## config.mk

```make
export PLATFORM = sky130hd
export DESIGN_NAME = gpmsr_regs
export DESIGN_NICKNAME = d
export VERILOG_FILES = /design/src/verilog/gpmsr_pkg.sv /design/src/verilog/gpmsr_idle_counter.sv /design/src/verilog/gpmsr_regs.sv
export SDC_FILE = /design/constraint.sdc
export NUM_CORES = 1
export LEC_CHECK = 0
export BUFFER_PORTS_ARGS = -buffer_cell sky130_fd_sc_hd__clkbuf_2
export CAP_MARGIN = 15
export CORE_AREA = 2 2 79 111
export CTS_CLUSTER_DIAMETER = 200
export DETAILED_ROUTE_END_ITERATION = 10
export DIE_AREA = 0 0 81 113
export SLEW_MARGIN = 10
export SYNTH_ARGS = -nofsm -noshare
export SYNTH_HDL_FRONTEND = slang
export SYNTH_SLANG_ARGS = --single-unit
```

## constraint.sdc

```tcl
create_clock -name i_clock -period 3 [get_ports i_clock]
set_input_delay 0.3 -clock i_clock [delete_from_list [all_inputs] [get_ports i_clock]]
set_output_delay 0.3 -clock i_clock [all_outputs]
set_load 0.01 [all_outputs]
```

## src/verilog/gpmsr_pkg.sv

```systemverilog
// Purpose: Shared constants and types for the gigabit management status register slice.
// Assumes: Clause 22 style serial management frames, 16-bit registers, 5-bit addresses.
// Notes: Every offset and field position used by the design lives here; the only reset value here is the control field's.
package gpmsr_pkg;

  // Register data and address widths.
  localparam int DATA_W = 16;
  localparam int ADDR_W = 5;

  // Register offsets on the management interface.
  localparam logic [ADDR_W-1:0] REG_GIG_CONTROL = 5'h09;
  localparam logic [ADDR_W-1:0] REG_GIG_STATUS = 5'h0A;
  localparam logic [ADDR_W-1:0] REG_EXT_STATUS = 5'h0F;

  // Stored field of the gigabit control register: bits 12:8.
  localparam int CTL_ADV_LSB = 8;
  localparam int CTL_ADV_MSB = 12;
  localparam int CTL_ADV_W = 5;
  localparam logic [CTL_ADV_W-1:0] CTL_ADV_RESET = 5'h00;
  // Bit indices inside the stored field.
  localparam int ADV_HD_IDX = 0;
  localparam int ADV_FD_IDX = 1;
  localparam int ADV_MS_VALUE_IDX = 3;
  localparam int ADV_MS_MANUAL_IDX = 4;

  // Gigabit status register layout.
  localparam int STS_FAULT_BIT = 15;
  localparam int STS_MASTER_BIT = 14;
  localparam int STS_LOCAL_BIT = 13;
  localparam int STS_REMOTE_BIT = 12;
  localparam int STS_LP_FD_BIT = 11;
  localparam int STS_LP_HD_BIT = 10;
  localparam logic [1:0] STS_RSVD = 2'h0;
  localparam int IDLE_CNT_W = 8;
  localparam logic [IDLE_CNT_W-1:0] IDLE_CNT_MAX = 8'hFF;

  // Extended status: 1000BASE-X bits 15:14 zero, 1000BASE-T bits 13:12 one, rest reserved zero.
  localparam logic [DATA_W-1:0] EXT_STATUS_VALUE = 16'h3000;
  // Value returned for an address this slice does not hold.
  localparam logic [DATA_W-1:0] RD_UNMAPPED = 16'h0000;

  // Frame header after the first start bit: ST(1) OP(2) PHYAD(5) REGAD(5).
  localparam int HDR_LEN = 13;
  localparam int HDR_ST_BIT = 12;
  localparam int HDR_OP_MSB = 11;
  localparam int HDR_OP_LSB = 10;
  localparam int HDR_PHY_MSB = 9;
  localparam int HDR_PHY_LSB = 5;
  localparam int HDR_REG_MSB = 4;
  localparam int HDR_REG_LSB = 0;
  localparam logic [1:0] OP_READ = 2'h2;
  localparam logic [1:0] OP_WRITE = 2'h1;

  // Bit counter marks: last header bit, end of read data, last bit of turnaround plus write data.
  localparam logic [4:0] CNT_ZERO = 5'h00;
  localparam logic [4:0] CNT_ONE = 5'h01;
  localparam logic [4:0] HDR_LAST = 5'h0C;
  localparam logic [4:0] DATA_LAST = 5'h10;
  localparam logic [4:0] WR_LAST = 5'h11;

  // Frame engine states.
  typedef enum logic [4:0] {
    ST_IDLE = 5'h01,
    ST_HDR = 5'h02,
    ST_TURN = 5'h04,
    ST_READ = 5'h08,
    ST_WRITE = 5'h10
  } gpmsr_state_t;

endpackage

```

## src/verilog/gpmsr_idle_counter.sv

```systemverilog
// Purpose: Saturating idle error counter with clear on status read.
// Assumes: Error, enable and clear are on i_clock; clear is a one-cycle pulse.
// Notes: A clear and a counted error in one cycle leave the count at one.
`timescale 1ns/1ps
module gpmsr_idle_counter #(
  parameter int WIDTH = 8
) (
  // Clock and reset.
  input wire logic i_clock,
  input wire logic i_rst,
  // Events.
  input wire logic i_error,
  input wire logic i_enable,
  input wire logic i_clear,
  // Count.
  output logic [WIDTH-1:0] o_count
);

  generate
    if (WIDTH < 1 || WIDTH > 16) begin : g_bad_width
      $error("Counter width must be 1 to 16.");
    end
  endgenerate

  localparam logic [WIDTH-1:0] CNT_MAX = '1;
  localparam logic [WIDTH-1:0] CNT_ONE = WIDTH'(1);

  logic [WIDTH-1:0] next_count;
  wire counted = i_error & i_enable;
  wire at_max = (o_count == CNT_MAX);

  // Clear first, then the new error, so nothing seen in the clear cycle is lost.
  assign next_count = i_clear ? (counted ? CNT_ONE : '0) :
                      (counted && !at_max) ? o_count + CNT_ONE : o_count;

  // Reset also empties the counter.
  always_ff @(posedge i_clock or posedge i_rst) begin
    if (i_rst) begin
      o_count <= '0;
    end else begin
      o_count <= next_count;
    end
  end
endmodule // gpmsr_idle_counter

```

## src/verilog/gpmsr_regs.sv

```systemverilog
// Purpose: Gigabit control, gigabit status and extended status registers behind the serial management pins.
// Assumes: The management clock is slow against i_clock (at least four i_clock cycles per half period).
// Notes: Training and negotiation logic sits outside and talks to this block on i_clock.
// Functional notes
// - Control bit 9 set advertises gigabit full duplex; clear withholds it.
// - Control bit 8 is a stored half-duplex advertisement; no half-duplex gigabit link results.
// - Control bits 12:8 go out as extra local technology ability entries.
// - A master/slave fault sets status bit 15, which stays set after the fault.
// - The fault bit clears on status read, reset, negotiation done or enabled.
// - Status bit 14 shows master (one) or slave (zero) resolution.
// - Status bit 13 reads one while the local receiver works correctly.
// - Status bit 12 reads one while the remote receiver works correctly.
// - Status bits 11 and 10 show partner gigabit full and half duplex ability.
// - Status bits 7:0 count idle errors while both receivers are correct.
// - The idle error count sticks at 255 instead of wrapping.
// - The idle error count clears on status read and on reset.
// - Extended status bits 15 and 14 always read zero.
// - Extended status bit 13 reads one: gigabit full duplex capable.
// - Extended status bit 12 reads one: gigabit half duplex capable, constant.
// - Control bit 12 forces master/slave; bit 11 picks master only when forced.
`timescale 1ns/1ps
module gpmsr_regs #(
  parameter logic [4:0] PHY_ADDR = 5'h01
) (
  // Clock and reset.
  input wire logic i_clock,
  input wire logic i_rst,
  // Serial management pins.
  input wire logic i_mdc,
  input wire logic i_mdio,
  output logic o_mdio,
  output logic o_mdio_oe_n,
  // Link training status, on i_clock.
  input wire logic i_ms_fault,
  input wire logic i_ms_master,
  input wire logic i_local_rx_ok,
  input wire logic i_remote_rx_ok,
  input wire logic i_lp_adv_fd,
  input wire logic i_lp_adv_hd,
  input wire logic i_idle_error,
  input wire logic i_an_complete,
  input wire logic i_an_enable,
  // Advertisement and configuration towards negotiation.
  output logic [gpmsr_pkg::CTL_ADV_W-1:0] o_adv_ability,
  output logic o_adv_gig_fd,
  output logic o_adv_gig_hd,
  output logic o_ms_manual,
  output logic o_ms_force_master,
  output logic o_gig_half_link_en
);

  // Equality on a register address, used for several decodes.
  function automatic logic is_reg(input logic [gpmsr_pkg::ADDR_W-1:0] addr,
                                  input logic [gpmsr_pkg::ADDR_W-1:0] target);
    is_reg = (addr == target);
  endfunction

  // Pin synchronisers and edge history.
  logic mdc_s1;
  logic mdc_s2;
  logic mdc_s3;
  logic mdio_s1;
  logic mdio_s2;

  // Frame engine.
  gpmsr_pkg::gpmsr_state_t state;
  gpmsr_pkg::gpmsr_state_t next_state;
  logic [4:0] cnt;
  logic [4:0] next_cnt;
  logic next_mdio;
  logic next_oe_n;
  logic [gpmsr_pkg::HDR_LEN-1:0] hdr;
  logic [gpmsr_pkg::DATA_W-1:0] rd_shift;
  logic [gpmsr_pkg::DATA_W-1:0] next_rd_shift;
  logic [gpmsr_pkg::DATA_W-1:0] wr_shift;
  logic [gpmsr_pkg::ADDR_W-1:0] reg_sel;
  logic wr_match;

  // Register contents.
  logic [gpmsr_pkg::CTL_ADV_W-1:0] ctl_adv;
  logic [gpmsr_pkg::CTL_ADV_W-1:0] next_ctl_adv;
  logic fault;
  logic next_fault;
  logic an_en_prev;
  logic [gpmsr_pkg::IDLE_CNT_W-1:0] idle_cnt;

  // Both pins see the same two stages, so data stays aligned with the sampled edge.
  always_ff @(posedge i_clock or posedge i_rst) begin
    if (i_rst) begin
      mdc_s1 <= 1'b0;
      mdc_s2 <= 1'b0;
      mdc_s3 <= 1'b0;
      mdio_s1 <= 1'b1;
      mdio_s2 <= 1'b1;
    end else begin
      mdc_s1 <= i_mdc;
      mdc_s2 <= mdc_s1;
      mdc_s3 <= mdc_s2;
      mdio_s1 <= i_mdio;
      mdio_s2 <= mdio_s1;
    end
  end

  // Rising management clock edge and the data bit that goes with it.
  wire mdc_rise = mdc_s2 & ~mdc_s3;
  wire mdio_s = mdio_s2;

  // Header decode on the bit that completes it.
  wire [gpmsr_pkg::HDR_LEN-1:0] hdr_full = {hdr[gpmsr_pkg::HDR_LEN-2:0], mdio_s};
  wire [1:0] hdr_op = hdr_full[gpmsr_pkg::HDR_OP_MSB:gpmsr_pkg::HDR_OP_LSB];
  wire [gpmsr_pkg::ADDR_W-1:0] hdr_phy = hdr_full[gpmsr_pkg::HDR_PHY_MSB:gpmsr_pkg::HDR_PHY_LSB];
  wire [gpmsr_pkg::ADDR_W-1:0] hdr_reg = hdr_full[gpmsr_pkg::HDR_REG_MSB:gpmsr_pkg::HDR_REG_LSB];
  wire hdr_st_ok = hdr_full[gpmsr_pkg::HDR_ST_BIT];
  wire phy_hit = is_reg(hdr_phy, PHY_ADDR);
  wire op_valid = (hdr_op == gpmsr_pkg::OP_READ) || (hdr_op == gpmsr_pkg::OP_WRITE);
  wire hdr_done = mdc_rise && (state == gpmsr_pkg::ST_HDR) && (cnt == gpmsr_pkg::HDR_LAST);
  wire rd_load = hdr_done && hdr_st_ok && (hdr_op == gpmsr_pkg::OP_READ) && phy_hit;
  // A status read clears fault and count only after the snapshot below is taken.
  wire rd_clear = rd_load && is_reg(hdr_reg, gpmsr_pkg::REG_GIG_STATUS);

  // Write data: two turnaround bits then sixteen data bits, data is the low word.
  wire [gpmsr_pkg::DATA_W-1:0] wr_full = {wr_shift[gpmsr_pkg::DATA_W-2:0], mdio_s};
  wire wr_end = mdc_rise && (state == gpmsr_pkg::ST_WRITE) && (cnt == gpmsr_pkg::WR_LAST);
  wire wr_ctl = wr_end && wr_match && is_reg(reg_sel, gpmsr_pkg::REG_GIG_CONTROL);
  wire rd_shift_en = mdc_rise && (state == gpmsr_pkg::ST_READ) && (cnt != gpmsr_pkg::DATA_LAST);

  // Read images of the three registers; reserved bits come back as zero.
  wire [gpmsr_pkg::DATA_W-1:0] ctl_word = {{(gpmsr_pkg::DATA_W - gpmsr_pkg::CTL_ADV_MSB - 1){1'b0}},
                                           ctl_adv, {gpmsr_pkg::CTL_ADV_LSB{1'b0}}};
  wire [gpmsr_pkg::DATA_W-1:0] status_word = {fault, i_ms_master,
                                              i_local_rx_ok, i_remote_rx_ok,
                                              i_lp_adv_fd, i_lp_adv_hd, gpmsr_pkg::STS_RSVD, idle_cnt};
  wire [gpmsr_pkg::DATA_W-1:0] read_value =
    is_reg(hdr_reg, gpmsr_pkg::REG_GIG_CONTROL) ? ctl_word :
    is_reg(hdr_reg, gpmsr_pkg::REG_GIG_STATUS) ? status_word :
    is_reg(hdr_reg, gpmsr_pkg::REG_EXT_STATUS) ? gpmsr_pkg::EXT_STATUS_VALUE :
    gpmsr_pkg::RD_UNMAPPED;

  // Read shifter is loaded from the current values, then walks out most significant bit first.
  assign next_rd_shift = rd_load ? read_value :
                         rd_shift_en ? {rd_shift[gpmsr_pkg::DATA_W-2:0], 1'b0} : rd_shift;

  // Frame sequencing, advanced only on rising management clock edges.
  always_comb begin
    next_state = state;
    next_cnt = cnt;
    next_mdio = o_mdio;
    next_oe_n = o_mdio_oe_n;
    if (mdc_rise) begin
      case (state)
        gpmsr_pkg::ST_IDLE: begin
          // Preamble ones are skipped; the first zero is the start bit.
          if (!mdio_s) begin
            next_state = gpmsr_pkg::ST_HDR;
            next_cnt = gpmsr_pkg::CNT_ZERO;
          end
        end
        gpmsr_pkg::ST_HDR: begin
          next_cnt = cnt + gpmsr_pkg::CNT_ONE;
          if (cnt == gpmsr_pkg::HDR_LAST) begin
            next_cnt = gpmsr_pkg::CNT_ZERO;
            if (!hdr_st_ok || !op_valid) begin
              next_state = gpmsr_pkg::ST_IDLE;
            end else if (rd_load) begin
              next_state = gpmsr_pkg::ST_TURN;
            end else begin
              // Frames for other addresses are swallowed so their data is not taken as a start.
              next_state = gpmsr_pkg::ST_WRITE;
            end
          end
        end
        gpmsr_pkg::ST_TURN: begin
          next_state = gpmsr_pkg::ST_READ;
          next_mdio = 1'b0;
          next_oe_n = 1'b0;
        end
        gpmsr_pkg::ST_READ: begin
          if (cnt == gpmsr_pkg::DATA_LAST) begin
            next_state = gpmsr_pkg::ST_IDLE;
            next_mdio = 1'b1;
            next_oe_n = 1'b1;
          end else begin
            next_mdio = rd_shift[gpmsr_pkg::DATA_W-1];
            next_cnt = cnt + gpmsr_pkg::CNT_ONE;
          end
        end
        gpmsr_pkg::ST_WRITE: begin
          if (cnt == gpmsr_pkg::WR_LAST) begin
            next_state = gpmsr_pkg::ST_IDLE;
          end else begin
            next_cnt = cnt + gpmsr_pkg::CNT_ONE;
          end
        end
        default: begin
          next_state = gpmsr_pkg::ST_IDLE;
          next_mdio = 1'b1;
          next_oe_n = 1'b1;
        end
      endcase
    end
  end

  // Frame engine registers; the data pin is released at reset.
  always_ff @(posedge i_clock or posedge i_rst) begin
    if (i_rst) begin
      state <= gpmsr_pkg::ST_IDLE;
      cnt <= gpmsr_pkg::CNT_ZERO;
      o_mdio <= 1'b1;
      o_mdio_oe_n <= 1'b1;
      rd_shift <= '0;
    end else begin
      state <= next_state;
      cnt <= next_cnt;
      o_mdio <= next_mdio;
      o_mdio_oe_n <= next_oe_n;
      rd_shift <= next_rd_shift;
    end
  end

  // Header and write data shifters plus the frame's target, kept for the write commit.
  always_ff @(posedge i_clock or posedge i_rst) begin
    if (i_rst) begin
      hdr <= '0;
      wr_shift <= '0;
      reg_sel <= '0;
      wr_match <= 1'b0;
    end else begin
      if (mdc_rise && state == gpmsr_pkg::ST_HDR) begin
        hdr <= hdr_full;
      end
      if (mdc_rise && state == gpmsr_pkg::ST_WRITE) begin
        wr_shift <= wr_full;
      end
      if (hdr_done) begin
        reg_sel <= hdr_reg;
        wr_match <= phy_hit && (hdr_op == gpmsr_pkg::OP_WRITE);
      end
    end
  end

  // Only bits 12:8 are stored; writes to bits 7:0 are dropped so they keep reading zero.
  assign next_ctl_adv = wr_ctl ? wr_full[gpmsr_pkg::CTL_ADV_MSB:gpmsr_pkg::CTL_ADV_LSB] : ctl_adv;

  // Control field and the outputs derived from it.
  always_ff @(posedge i_clock or posedge i_rst) begin
    if (i_rst) begin
      ctl_adv <= gpmsr_pkg::CTL_ADV_RESET;
      o_ms_force_master <= 1'b0;
      o_gig_half_link_en <= 1'b0;
    end else begin
      ctl_adv <= next_ctl_adv;
      // The chosen role only matters while manual configuration is on.
      o_ms_force_master <= next_ctl_adv[gpmsr_pkg::ADV_MS_MANUAL_IDX] &
                           next_ctl_adv[gpmsr_pkg::ADV_MS_VALUE_IDX];
      // Half duplex at gigabit may be advertised but is never allowed to form a link.
      o_gig_half_link_en <= 1'b0;
    end
  end

  // The whole stored field goes to negotiation as extra ability entries.
  assign o_adv_ability = ctl_adv;
  assign o_adv_gig_fd = ctl_adv[gpmsr_pkg::ADV_FD_IDX];
  assign o_adv_gig_hd = ctl_adv[gpmsr_pkg::ADV_HD_IDX];
  assign o_ms_manual = ctl_adv[gpmsr_pkg::ADV_MS_MANUAL_IDX];

  // Any of the clearing events drops the latched fault; a fault seen in that cycle still wins.
  wire an_en_rise = i_an_enable & ~an_en_prev;
  wire fault_clear = rd_clear | i_an_complete | an_en_rise;
  assign next_fault = i_ms_fault | (fault & ~fault_clear);

  // Latched fault and negotiation enable history.
  always_ff @(posedge i_clock or posedge i_rst) begin
    if (i_rst) begin
      fault <= 1'b0;
      an_en_prev <= 1'b0;
    end else begin
      fault <= next_fault;
      an_en_prev <= i_an_enable;
    end
  end

  // Idle error counter, counting only while both receivers report correct operation.
  gpmsr_idle_counter #(
    .WIDTH(gpmsr_pkg::IDLE_CNT_W)
  ) u_idle_counter (
    .i_clock(i_clock),
    .i_rst(i_rst),
    .i_error(i_idle_error),
    .i_enable(i_local_rx_ok & i_remote_rx_ok),
    .i_clear(rd_clear),
    .o_count(idle_cnt)
  );
endmodule // gpmsr_regs

```

==> reports/metrics.cfg <==
[status]
outcome=complete, no violations

[timing]
finalCriticalPeriod_ps=2570
clock_skew_ps=8.08
timing.fmax_ghz=0.389
setup_viol_count_final=0
timing.final.hold_violations=0
maxSlewHeadroom_pct=49.9
rsz0062_at_grt=no
finalCritPeriodShare_pct=85.7
slew_viol_final=0
tightest_slew_ps=751
finalSetupTns_ps=0

[worst_setup_path]
worstPathArrival_ps=2850
r2r_slack_ps=430
critical_path_class=reg2reg
critPathLaunch=cnt[0]
reg2reg_depth=7
crit_path_start_kind=flip-flop
cp-end-kind=flip-flop
reg2reg_from=cnt[0]
crit_path_end=rd_shift[11]
r2r_end=rd_shift[11]
required_ps=3280
crit_fanout=19

[logic_synthesis]
syn_nets=363
synth_ff_type=dfrtp_1
avgSynthCellArea_um2=10.8
synth_top_area_cell=dfrtp_1
yosysMostFrequentCell=dfrtp_1
synth_seq_cells=79
synth_cells=344
synth_top_area_share_pct=49.8
ys_seq_area_share_pct=53.3
synth_edf_count=0
synthArstFlopShare_pct=100
synth_area_mm2=0.00372
ys_top_cells_by_area=dfrtp_1 (50%), mux2_2 (8.5%), o21ai_0 (4.7%), nand2_1 (4.1%), dfstp_2 (3.5%)
yosysWarningCount=0
synth.cells.most_frequent=dfrtp_1 (74), nand2_1 (41), o21ai_0 (35)
synth_cell_types=55

[run]
maxCapViolCount=0

[finish]
postLayoutCellArea_mm2=0.00422
largest_reg_flops=16
nNetsFinal=385
drive_above_1_share_pct=22.9
diodes=0
synthToLayoutAreaGrowth_pct=13.6
fillers=734

[placement]
io_buffers=23
place.gp.congestion=0.807
place_area_mm2=0.00391
dp_hpwl_mm=5.02

[clocking]
htreeDepth=3
clk_latency_ps=330
cts-buffers-inserted=9
clk_pin_slew_ps=60
ctsResizeCount=0
root_buffer=clkbuf_16
post_cts_buffers=0
cts_tree=yes
cts.path.max_buffers=2
clock-sinks=79
cts_hold_buffers=0

[die]
core-area_mm2=0.00810
die_h_um=113
io_pins=25
row_count=39
start_util_pct=45.9
die_w_um=81
die_area_mm2=0.00915

[global_route]
grtUsageMet3_pct=3.91
grt_use_met1_pct=23.0
met2_usage_pct=29.0
track_usage_pct=17.9
grt_max_degree=45
busiest_layer=met2
first_global_vias=2615
grt_pass1_wl_mm=12.6
grt_overflow_total=0
antenna_found_initial=0

[drt]
drtIter0Drc=106
routedWlPerCell_um=15.4
drcViolationCount=0
dr.pass1.iters=5
drtAntennaViolNets=0
num_vias=2623
wl_mm=7.28
routed_via_density=5.55

[pwr]
p_leak_nw=1.94
power.density_mw_per_mm2=661
ir_worst_vdd_mv=0.403

[min_path]
min_path_type=in2async

## area by class of cell
cell class	count	area, µm²	share of cell area (%)
flip-flops and latches	79	1980	47.0
inverters	10	38.8	0.919
clock inverters	4	70.1	1.66
multi-input cells	237	1600	37.8
repair buffers	29	160	3.79
well taps	102	128	3.02
clock buffers	12	246	5.84
## worst min-delay path by stage
stage | slack (ps) | startpoint | endpoint | depth (start not counted)
finish | 50 | i_rst | hdr[8] | 2
global route | 40 | i_mdio | mdio_s1 | 1
CTS | 40 | i_mdio | mdio_s1 | 1
detailed placement | 340 | mdc_s1 | mdc_s2 | 0
global placement | 330 | mdc_s1 | mdc_s2 | 0
floorplan | 300 | i_mdio | mdio_s1 | 0
## logic make-up (layout without fill, tap and decap cells)
family | count (synthesis) | count (layout) | share of synthesized area [%]
buffers and inverters | 28 | 55 | 3.74
muxes | 31 | 31 | 9.32
other | 1 | 1 | 0.101
DFF | 79 | 79 | 53.3
xor gates and xnor gates | 5 | 5 | 1.18
and+or+nand+nor | 121 | 121 | 17.9
AOI/OAI and AO/OA | 73 | 73 | 12.4
adders and majority gates | 6 | 6 | 2.02
## cells in the final DEF (no fill, tap or decap), types with 4 or more instances in the layout
master	synthesis	final
mux2_2	28	28
nand4_1	4	4
ha_1	6	6
inv_1	10	9
nand2b_1	6	6
a21oi_1	5	5
nor2_1	18	18
clkbuf_2	0	23
dfstp_2	5	5
dfrtp_1	74	74
a31oi_1	5	5
buf_4	5	6
nand3_1	14	14
xnor2_1	4	4
clkbuf_16	0	9
nor3_1	6	6
nand2_1	41	41
o21ai_0	35	35
a2bb2oi_1	9	9
## worst max-delay path, cell delays in order (launching register included)
cell and delay (ps):
dfrtp_1 430, inv_1 80, ha_1 160, nand4b_1 170, nand4b_2 460, or3_1 740, nand2_4 250, o221a_2 200
## layer usage
layer,up-vias,part of all wire [%]
li1,1273,-
met1,1315,45
met2,29,51
met3,6,2.6
met4,0,1.7
met5,-,0
## power by group
group | switching, W | internal, W
Clock | 0.000417 | 0.000749
Sequential | 0.000120 | 0.00115
Combinational | 0.000208 | 0.000151
## stage by stage
step                      worst slack, ps  instances  hold slack [ps]  power, W  utilization, %
after floorplan                       685        344              304   0.00155               -
after global placement                497        457              333   0.00164            48.2
after detailed placement              438        457              336   0.00164            48.2
after CTS                             395        473             40.5   0.00281            52.1
after global routing                  208        473             43.5   0.00292            52.1
final                                 430        473             45.4   0.00279            52.1
Power figures use the tool's default switching activity.
